`src/hbd_pkg.sv`:
```
package hbd_pkg;

  // transfer kinds decoded from the host bus
  typedef enum logic [3:0] {
    HBD_XFER_NONE      = 4'h0,
    HBD_XFER_STAT_RD   = 4'h1,
    HBD_XFER_DATA_RD   = 4'h2,
    HBD_XFER_PARAM_WR  = 4'h4,
    HBD_XFER_CMD_WR    = 4'h8
  } hbd_xfer_t;

  localparam int  HBD_DATA_W     = 8;
  localparam int  HBD_SYNC_W     = 6;
  localparam logic [7:0] HBD_DATA_RST = 8'h00;

  // access-cycle state machine, one-hot
  typedef enum logic [2:0] {
    HBD_ST_IDLE   = 3'b001,
    HBD_ST_ACTIVE = 3'b010,
    HBD_ST_DONE   = 3'b100
  } hbd_state_t;

endpackage : hbd_pkg

```
`src/hbd_host_bus_decoder.sv`:
```
`timescale 1ns/10ps
`default_nettype none
// Overview of operation
// - 8080 mode decodes select and strobes
// - 8080 write captured on strobe rising edge
// - 6800 direction pin high reads, low writes
// - low hard_init_n resets all internal logic except the pin synchronisers
// - 8080 drivers enabled only while read low
// - 6800 enable high starts each transfer
// - transfers only while chip select low
module hbd_host_bus_decoder (
  input  wire logic                       core_clk,
  input  wire logic                       rst,
  input  wire logic                       hard_init_n,
  input  wire logic                       mode_6800,
  input  wire logic                       chip_sel_n,
  input  wire logic                       cmd_data_select,
  input  wire logic                       rd_en_pin,
  input  wire logic                       wr_dir_pin,
  input  wire logic [7:0]                 data_in,
  output logic      [7:0]                 data_out,
  output logic                            data_oe,
  input  wire logic [7:0]                 status_val,
  input  wire logic [7:0]                 read_val,
  output hbd_pkg::hbd_xfer_t              xfer_kind,
  output logic                            xfer_pulse,
  output logic      [7:0]                 wr_data,
  output logic                            core_reset
);

  import hbd_pkg::*;

  ////////////////////////////////////////////////////////////////////////////
  // pin synchronisation

  logic [HBD_SYNC_W-1:0] pins_s;
  logic [7:0]            data_s;
  logic                  mode_s;
  logic                  cs_n_s;
  logic                  sel_s;
  logic                  rd_s;
  logic                  wr_s;
  logic                  init_n_s;

  hbd_sync #(.W(HBD_SYNC_W)) u_sync_ctl (
    .core_clk (core_clk),
    .rst      (rst),
    .async_in ({hard_init_n, mode_6800, chip_sel_n, cmd_data_select, rd_en_pin, wr_dir_pin}),
    .sync_out (pins_s)
  );

  hbd_sync #(.W(HBD_DATA_W)) u_sync_data (
    .core_clk (core_clk),
    .rst      (rst),
    .async_in (data_in),
    .sync_out (data_s)
  );

  assign {init_n_s, mode_s, cs_n_s, sel_s, rd_s, wr_s} = pins_s;

  ////////////////////////////////////////////////////////////////////////////
  // state

  typedef struct packed {
    hbd_state_t  state;
    logic        is_write;
    logic        sel;
    logic [7:0]  latch;
    logic [7:0]  dout;
    logic        oe;
    hbd_xfer_t   kind;
    logic        pulse;
    logic [7:0]  wdata;
    logic        creset;
  } hbd_st_t;

  hbd_st_t st_r;
  hbd_st_t st_nxt;

  ////////////////////////////////////////////////////////////////////////////
  // cycle decode from the synchronised pins

  logic      rd_req;
  logic      wr_req;
  hbd_xfer_t req_kind;
  logic      cycle_on;

  always_comb begin
    rd_req   = 1'b0;
    wr_req   = 1'b0;
    req_kind = HBD_XFER_NONE;
    if (!cs_n_s) begin
      if (mode_s) begin
        // enable high opens the cycle; the direction pin picks its sense
        case ({sel_s, wr_s, rd_s})
          3'b011: begin
            rd_req   = 1'b1;
            req_kind = HBD_XFER_STAT_RD;
          end
          3'b111: begin
            rd_req   = 1'b1;
            req_kind = HBD_XFER_DATA_RD;
          end
          3'b001: begin
            wr_req   = 1'b1;
            req_kind = HBD_XFER_PARAM_WR;
          end
          3'b101: begin
            wr_req   = 1'b1;
            req_kind = HBD_XFER_CMD_WR;
          end
          default: begin
            // enable low: no cycle
            rd_req   = 1'b0;
          end
        endcase
      end else begin
        // both strobes low is no legal cycle; reading then is safer than latching a byte blind
        case ({sel_s, rd_s, wr_s})
          3'b000, 3'b001: begin
            rd_req   = 1'b1;
            req_kind = HBD_XFER_STAT_RD;
          end
          3'b100, 3'b101: begin
            rd_req   = 1'b1;
            req_kind = HBD_XFER_DATA_RD;
          end
          3'b010: begin
            wr_req   = 1'b1;
            req_kind = HBD_XFER_PARAM_WR;
          end
          3'b110: begin
            wr_req   = 1'b1;
            req_kind = HBD_XFER_CMD_WR;
          end
          default: begin
            rd_req   = 1'b0;
          end
        endcase
      end
    end
  end

  assign cycle_on = rd_req || wr_req;

  ////////////////////////////////////////////////////////////////////////////
  // access cycle

  always_comb begin
    st_nxt        = st_r;
    st_nxt.pulse  = 1'b0;
    st_nxt.creset = !init_n_s;
    if (!init_n_s) begin
      // hardware init clears everything except the reset indication
      st_nxt        = '0;
      st_nxt.state  = HBD_ST_IDLE;
      st_nxt.kind   = HBD_XFER_NONE;
      st_nxt.latch  = HBD_DATA_RST;
      st_nxt.dout   = HBD_DATA_RST;
      st_nxt.wdata  = HBD_DATA_RST;
      st_nxt.creset = 1'b1;
    end else begin
      case (st_r.state)
        HBD_ST_IDLE: begin
          if (rd_req) begin
            // the byte is taken once as the read opens, so it cannot change under the host
            st_nxt.state    = HBD_ST_ACTIVE;
            st_nxt.sel      = sel_s;
            st_nxt.is_write = 1'b0;
            st_nxt.oe       = 1'b1;
            st_nxt.dout     = sel_s ? read_val : status_val;
            st_nxt.kind     = req_kind;
            st_nxt.pulse    = 1'b1;
          end else if (wr_req) begin
            // a write is reported only when its strobe ends
            st_nxt.state    = HBD_ST_ACTIVE;
            st_nxt.sel      = sel_s;
            st_nxt.is_write = 1'b1;
          end
        end
        HBD_ST_ACTIVE: begin
          // keep sampling the bus; the last value before the strobe ends wins
          st_nxt.latch = data_s;
          if (!cycle_on) begin
            st_nxt.state = HBD_ST_DONE;
            st_nxt.oe    = 1'b0;
            if (st_r.is_write) begin
              st_nxt.wdata = st_r.latch;
              st_nxt.kind  = st_r.sel ? HBD_XFER_CMD_WR : HBD_XFER_PARAM_WR;
              st_nxt.pulse = 1'b1;
            end
          end
        end
        HBD_ST_DONE: begin
          // one idle clock keeps back-to-back strobes apart
          st_nxt.state = HBD_ST_IDLE;
        end
        default: begin
          st_nxt.state = HBD_ST_IDLE;
        end
      endcase
    end
  end

  always_ff @(posedge core_clk or posedge rst) begin
    if (rst) begin
      st_r        <= '0;
      st_r.state  <= HBD_ST_IDLE;
      st_r.kind   <= HBD_XFER_NONE;
      st_r.creset <= 1'b1;
    end else begin
      st_r <= st_nxt;
    end
  end

  ////////////////////////////////////////////////////////////////////////////
  // outputs straight from the state register

  assign data_out   = st_r.dout;
  assign data_oe    = st_r.oe;
  assign xfer_kind  = st_r.kind;
  assign xfer_pulse = st_r.pulse;
  assign wr_data    = st_r.wdata;
  assign core_reset = st_r.creset;

endmodule : hbd_host_bus_decoder
`default_nettype wire

```
`src/hbd_sync.sv`:
```
`timescale 1ns/10ps
`default_nettype none
// two-flop synchroniser for a group of pin levels
module hbd_sync #(
  parameter int W = 1
) (
  input  wire logic         core_clk,
  input  wire logic         rst,
  input  wire logic [W-1:0] async_in,
  output logic      [W-1:0] sync_out
);

  typedef struct packed {
    logic [W-1:0] meta;
    logic [W-1:0] stable;
  } hbd_sync_st_t;

  hbd_sync_st_t st_r;
  hbd_sync_st_t st_nxt;

  always_comb begin
    st_nxt        = st_r;
    st_nxt.meta   = async_in;
    st_nxt.stable = st_r.meta;
  end

  always_ff @(posedge core_clk or posedge rst) begin
    if (rst) begin
      st_r <= '0;
    end else begin
      st_r <= st_nxt;
    end
  end

  assign sync_out = st_r.stable;

endmodule : hbd_sync
`default_nettype wire

```
`config.mk`:
```
export PLATFORM = sky130hd
export DESIGN_NAME = hbd_host_bus_decoder
export DESIGN_NICKNAME = d
export VERILOG_FILES = /design/src/hbd_pkg.sv /design/src/hbd_host_bus_decoder.sv /design/src/hbd_sync.sv
export SDC_FILE = /design/constraint.sdc
export NUM_CORES = 1
export LEC_CHECK = 0
export ABC_AREA = 1
export BUFFER_PORTS_ARGS = -buffer_cell sky130_fd_sc_hd__buf_2
export CORE_MARGIN = 2
export CORE_UTILIZATION = 25
export CTS_BUF_LIST = sky130_fd_sc_hd__clkbuf_8
export DETAILED_ROUTE_END_ITERATION = 16
export GPL_TIMING_DRIVEN = 0
export HOLD_SLACK_MARGIN = 0.15
export PLACE_DENSITY = 0.46
export SETUP_SLACK_MARGIN = 0.3
export SKIP_LAST_GASP = 1
export SYNTH_ARGS = -nofsm -noshare
export SYNTH_HDL_FRONTEND = slang
export SYNTH_SLANG_ARGS = --single-unit
export TNS_END_PERCENT = 100
```
`constraint.sdc`:
```
create_clock -name core_clk -period 1.54 [get_ports core_clk]
set_input_delay 0.077 -clock core_clk [delete_from_list [all_inputs] [get_ports core_clk]]
set_output_delay 0.077 -clock core_clk [all_outputs]
set_load 0.005 [all_outputs]
```
After elaboration in Yosys (flattened, before gate mapping)
Cells that the tools add are included.
{"block": "totals", "register_bits": 64, "input_bits": 32, "out_inout_bits": 23, "word_cells": 79}
{"block": "classes", "n_eq_ne": 22, "mux": 28, "reduce_logical": 15}
{"operator": "$mux 35", "count": 1}
{"operator": "$mux 8", "count": 4}
{"operator": "$pmux 4 s4", "count": 2}
{"operator": "$mux 14", "count": 2}
{"operator": "$eq 3x3->1 const B", "count": 5}
{"operator": "$ne 3x3->1 const B", "count": 5}
{"operator": "$mux 13", "count": 1}
{"operator": "$mux 4", "count": 3}
{"operator": "$pmux 6 s2", "count": 1}
{"operator": "$mux 5", "count": 2}
{"operator": "$ne 2x2->1 const B", "count": 5}
{"operator": "$reduce_or 2->1", "count": 5}
{"operator": "$eq 3x1->1 const B", "count": 3}
{"operator": "$eq 3x2->1 const B", "count": 3}
{"operator": "$mux 1", "count": 9}
{"operator": "$pmux 3 s2", "count": 1}
{"operator": "$reduce_and 2->1", "count": 3}
{"operator": "$reduce_and 3->1", "count": 2}
{"operator": "$ne 4x4->1 const B", "count": 1}
{"operator": "$reduce_and 4->1", "count": 1}
{"operator": "$reduce_or 4->1", "count": 1}
{"operator": "$logic_not 3->1", "count": 1}
{"operator": "$mux 3", "count": 1}
{"operator": "$mux 2", "count": 1}
{"operator": "other kinds (2)", "count": 2}

Longest topological paths before layout
{"block": "logic_depth", "ltp_word": 9, "depth_mapped": 8}

By module
Synthesis repeated with hierarchy kept, for this count alone.
{"block": "hier_totals", "cells_unflattened": 213, "area_unflattened_um2": 2464.9}
{"mod": "hbd_host_bus_decoder", "instances": 1, "cells_each": 183, "area_each_um2": 1756.7}
{"mod": "hbd_sync at u_sync_data", "instances": 1, "cells_each": 17, "area_each_um2": 404.1}
{"mod": "hbd_sync at u_sync_ctl", "instances": 1, "cells_each": 13, "area_each_um2": 304.0}

Least setup slack after synthesis
OpenSTA, ideal clock, no wires.
{"block": "synth_timing", "kind": "register to register", "startpoint": "register st_r[33] in the netlist's numbering", "endpoint": "register st_r, in the netlist xfer_kind[2]", "setup_time_ns": 0.066, "arrival_ns": 1.104, "required_ns": 1.474, "path_slack_ns": 0.370, "stages_incl_launch_ff": 9, "path_buffers": 0, "period_less_slack_ns": 1.170, "cell_sequence": "dfstp_2 -> inv_1 -> nand3_2 -> nand2_1 -> inv_2 -> o21ai_1 -> nand2_1 -> nand2_1 -> nand2_1"}
{"block": "synth_between", "elab_chain_len": 3, "elab_cells_between_ends": 9}
{"element": "from (decl)", "line_no": "hbd_host_bus_decoder.sv:77", "rtl": "hbd_st_t st_r;"}
{"element": "from (signal assigned)", "line_no": "hbd_host_bus_decoder.sv:212", "rtl": "st_r <= st_nxt;"}
{"element": "$eq 3x2->1 or $eq 3x1->1 (tied branches)", "line_no": "hbd_host_bus_decoder.sv:163", "rtl": "case (st_r.state)"}
{"element": "$ne 3x3->1 (no source line) or $pmux 6 s2 (tied branches)"}
{"element": "$reduce_and 4->1 (no source line) or $mux 35 (tied branches)"}
Parallel ways exist; a longest one is shown, timed or not.
A chain may end at the register's enable or synchronous reset.

Final worst setup path
{"block": "layout_timing", "startpoint": "register st_r[35] in the netlist's numbering", "endpoint": "register st_r, in the netlist data_out[6]"}
{"block": "layout_between", "elab_chain_len": 3}
{"element": "$eq 3x1->1", "line_no": "hbd_host_bus_decoder.sv:163"}
{"element": "$ne 2x2->1 (no source line)"}
{"element": "$reduce_and 2->1 (no source line)"}
No other way between the ends.

==> results.json <==
{
  "switching_share_pct": 22.4,
  "io_pins": 55,
  "cts_root_buf": "clkbuf_8",
  "final_core_util_pct": 37.2,
  "r2r_cells": 6,
  "end_kind": "flop",
  "dr.first_iter.drc_count": 88,
  "totalWireLength_mm": 4.69,
  "tightest_slew_ps": 523,
  "cpPeakStageDelay_ps": 400,
  "nFillCells": 989,
  "dr.pass1.iters": 3,
  "skew_ps": 6.65,
  "die_area_um2": 10500,
  "synthesis.area_um2": 2410,
  "numCtsBuffers": 9,
  "initial_core_util_pct": 26.0,
  "hold_viol_final": 0,
  "rsz0062_at_grt": "true",
  "critPathKind": "flop to flop",
  "p_comb_share_pct": 10.0,
  "cts_tree": "done",
  "fmax_mhz": 817,
  "cts_sinks": 64,
  "gp_congestion": 0.795,
  "crit_chain": "nor2_1 > nand2_2 > nor2_4 > nand2_1 > buf_6 > o21ai_1",
  "slowest_stage": "dfrtp_1",
  "synthCells": 209,
  "finalCritPeriodShare_pct": 79.5,
  "die_h_um": 102,
  "p_int_uw": 2760,
  "postRouteAntennaNets": 0,
  "chipWidth_um": 102,
  "hp-class": "primary input to asynchronous set/reset pin",
  "cts.htree.levels": 3,
  "grt_start_max_net_pins": 43,
  "design_area_um2": 3460,
  "io_buffers": 54,
  "p_leak_uw": 0.00180,
  "r2r_setup_slack_ps": 320,
  "drc": 0,
  "finalCriticalPeriod_ps": 1220,
  "clk_path_buf_depth": 2,
  "final_nets": 343,
  "start_kind": "flop",
  "r2r-start": "st_r[35]",
  "clk_pin_slew_ps": 70,
  "critical-path-top-delay-family": "simple AND/OR/NAND/NOR gates",
  "p_per_area_nw_per_um2": 1030,
  "yosysWarnings": 0,
  "synth_nets": 241,
  "finalMaxSlewViolations": 0,
  "antenna_found_initial": 0,
  "synth-seq-cells": 64,
  "rows": 35,
  "dpl_cell_area_um2": 2870,
  "avgSynthCellArea_um2": 11.5,
  "grt_pass1_vias": 1682,
  "crit_buf_inv": 1,
  "power.switching_uw": 797,
  "cp.required_ps": 1800,
  "r2r-end": "data_out[6]",
  "areaGrowthSynthToFinish_pct": 43.3,
  "vdd_drop_max_mv": 0.337,
  "vias": 1692,
  "clock_latency_ps": 330,
  "routedWlPerCell_um": 10.5,
  "cp_max_fo": 10,
  "arrival_ps": 1480,
  "diodes": 0,
  "grt_pass1_wl_mm": 7.69,
  "ys_seq_area_share_pct": 66.5,
  "via_per_inst": 3.80,
  "power_frac_seq_pct": 50.4,
  "drive_gt1_share_pct": 38.3,
  "pwr-share-clk_pct": 39.6,
  "grt_use_total_pct": 9.77,
  "core_area_um2": 9280,
  "status": "finished clean",
  "maxCapViolations": 0,
  "slew_headroom_pct": 65.1,
  "finalSetupViolCount": 0,
  "dp_hpwl_mm": 3.05,
  "synth.distinct_cells": 21,
  "fin_tns_setup_ps": 0,
  "grt_overflow": 0
}
==> logic make-up (layout without fill, tap and decap cells) <==
| logic type | Yosys count | count (layout) | synth area share, % |
|---|---|---|---|
| AO/OA/AOI/OAI | 22 | 22 | 5.96 |
| buffers and inverters | 38 | 145 | 9.54 |
| flip-flops | 64 | 64 | 66.5 |
| multiplexers | 8 | 8 | 3.32 |
| AND/OR/NAND/NOR | 77 | 77 | 14.7 |
==> metal layers <==
metal,wire length [um],GRT usage (%),vias up
li1,-,-,860
met3,184,2.33,14
met2,2270,14.3,32
met4,156,6.87,0
met1,2080,12.7,786
met5,0,0,-
==> worst min-delay path, delay by kind of cell <==
kind / cells / cell delay (ps)
buffers and inverters: 3 / 1020
==> cells in the final DEF, fill, tap and decap left out, types with 8 or more instances in the layout <==
cell / count
mux2i_1: 8
nand2_1: 45
nand3_1: 13
clkbuf_8: 11
inv_1: 10
dlygate4sd3_1: 31
a22o_1: 8
dfrtp_1: 61
buf_4: 23
buf_2: 55
o21ai_1: 10
==> power groups by stage <==
| stage | Clock, uW | Combinational, uW | Sequential, uW |
|---|---|---|---|
| 2_1_floorplan | 0 | 168 | 1820 |
| 3_3_place_gp | 0 | 264 | 1820 |
| 3_5_place_dp | 0 | 273 | 1820 |
| 4_1_cts | 1470 | 352 | 1790 |
| 5_1_grt | 1540 | 402 | 1800 |
| 6_report | 1410 | 355 | 1790 |
==> state kept, by name (all words and copies together) (netlist names), 4 cells and up <==
register / count
u_sync_data.st_nxt: 8
st_r: 13
u_sync_ctl.sync_out: 6
xfer_kind: 4
u_sync_data.sync_out: 8
u_sync_ctl.st_nxt: 6
wr_data: 8
data_out: 8
==> timing repair <==
action / in CTS / in global routing
cloned: 0 / 1
hold buffers: 31 / 0
setup endpoints to repair: 21 / 25
resized for setup: 3 / 11
pin swaps: 2 / 3
setup buffers: 4 / 0
endpoints found under the hold margin: 44 / 0
==> cell type report <==
cell class,count,area [um^2],share of cell area (%)
Multi-Input combinational cell,107,614,17.8
Timing Repair Buffer,91,639,18.5
Buffer,24,181,5.25
Inverter,14,56.3,1.63
Clock buffer,11,151,4.38
Tap cell,129,161,4.67
Sequential cell,64,1610,46.4
Clock inverter,5,47.5,1.38
==> cell usage after synthesis <==
| master | count | share of area, % |
|---|---|---|
| o21ai_0 | 2 | 0.41 |
| dfstp_2 | 2 | 2.2 |
| nand4_1 | 1 | 0.26 |
| inv_2 | 4 | 0.62 |
| nor2_1 | 3 | 0.47 |
| nand3b_1 | 1 | 0.31 |
| clkbuf_1 | 1 | 0.16 |
| a21oi_2 | 1 | 0.36 |
| nor3_1 | 1 | 0.21 |
| clkbuf_2 | 1 | 0.21 |
| buf_4 | 21 | 6.5 |
| mux2i_1 | 8 | 3.3 |
| dfrtp_1 | 62 | 64 |
| a22o_1 | 8 | 2.9 |
| nand2_1 | 52 | 8.1 |
| o21ai_1 | 11 | 2.3 |
| inv_1 | 10 | 1.6 |
| nand3_1 | 13 | 2.7 |
| nand3_2 | 3 | 1.2 |
| nor2_4 | 3 | 1.4 |
| buf_6 | 1 | 0.47 |
==> how the worst max path moves through the flow <==
stage                           startpoint            to  cells after the start
detailed placement                st_r[33]  xfer_kind[1]                      8
global route        u_sync_ctl.sync_out[1]   data_out[6]                      7
global placement                  st_r[33]  xfer_kind[1]                      8
finish                            st_r[35]   data_out[6]                      6
CTS                               st_r[33]   data_out[6]                      5
floorplan                         st_r[33]  xfer_kind[2]                      8
==> per-stage QoR <==
| step | std cells | hold slack [ps] | power (uW) | setup WS [ps] |
|---|---|---|---|---|
| after floorplan | 209 | 108 | 1980 | 370 |
| after global placement | 392 | 186 | 2090 | 189 |
| after detailed placement | 393 | 152 | 2100 | 202 |
| after CTS | 444 | 336 | 3610 | 308 |
| after global routing | 445 | 353 | 3750 | 216 |
| final | 445 | 335 | 3560 | 316 |
(Power assumes the default switching activity.)
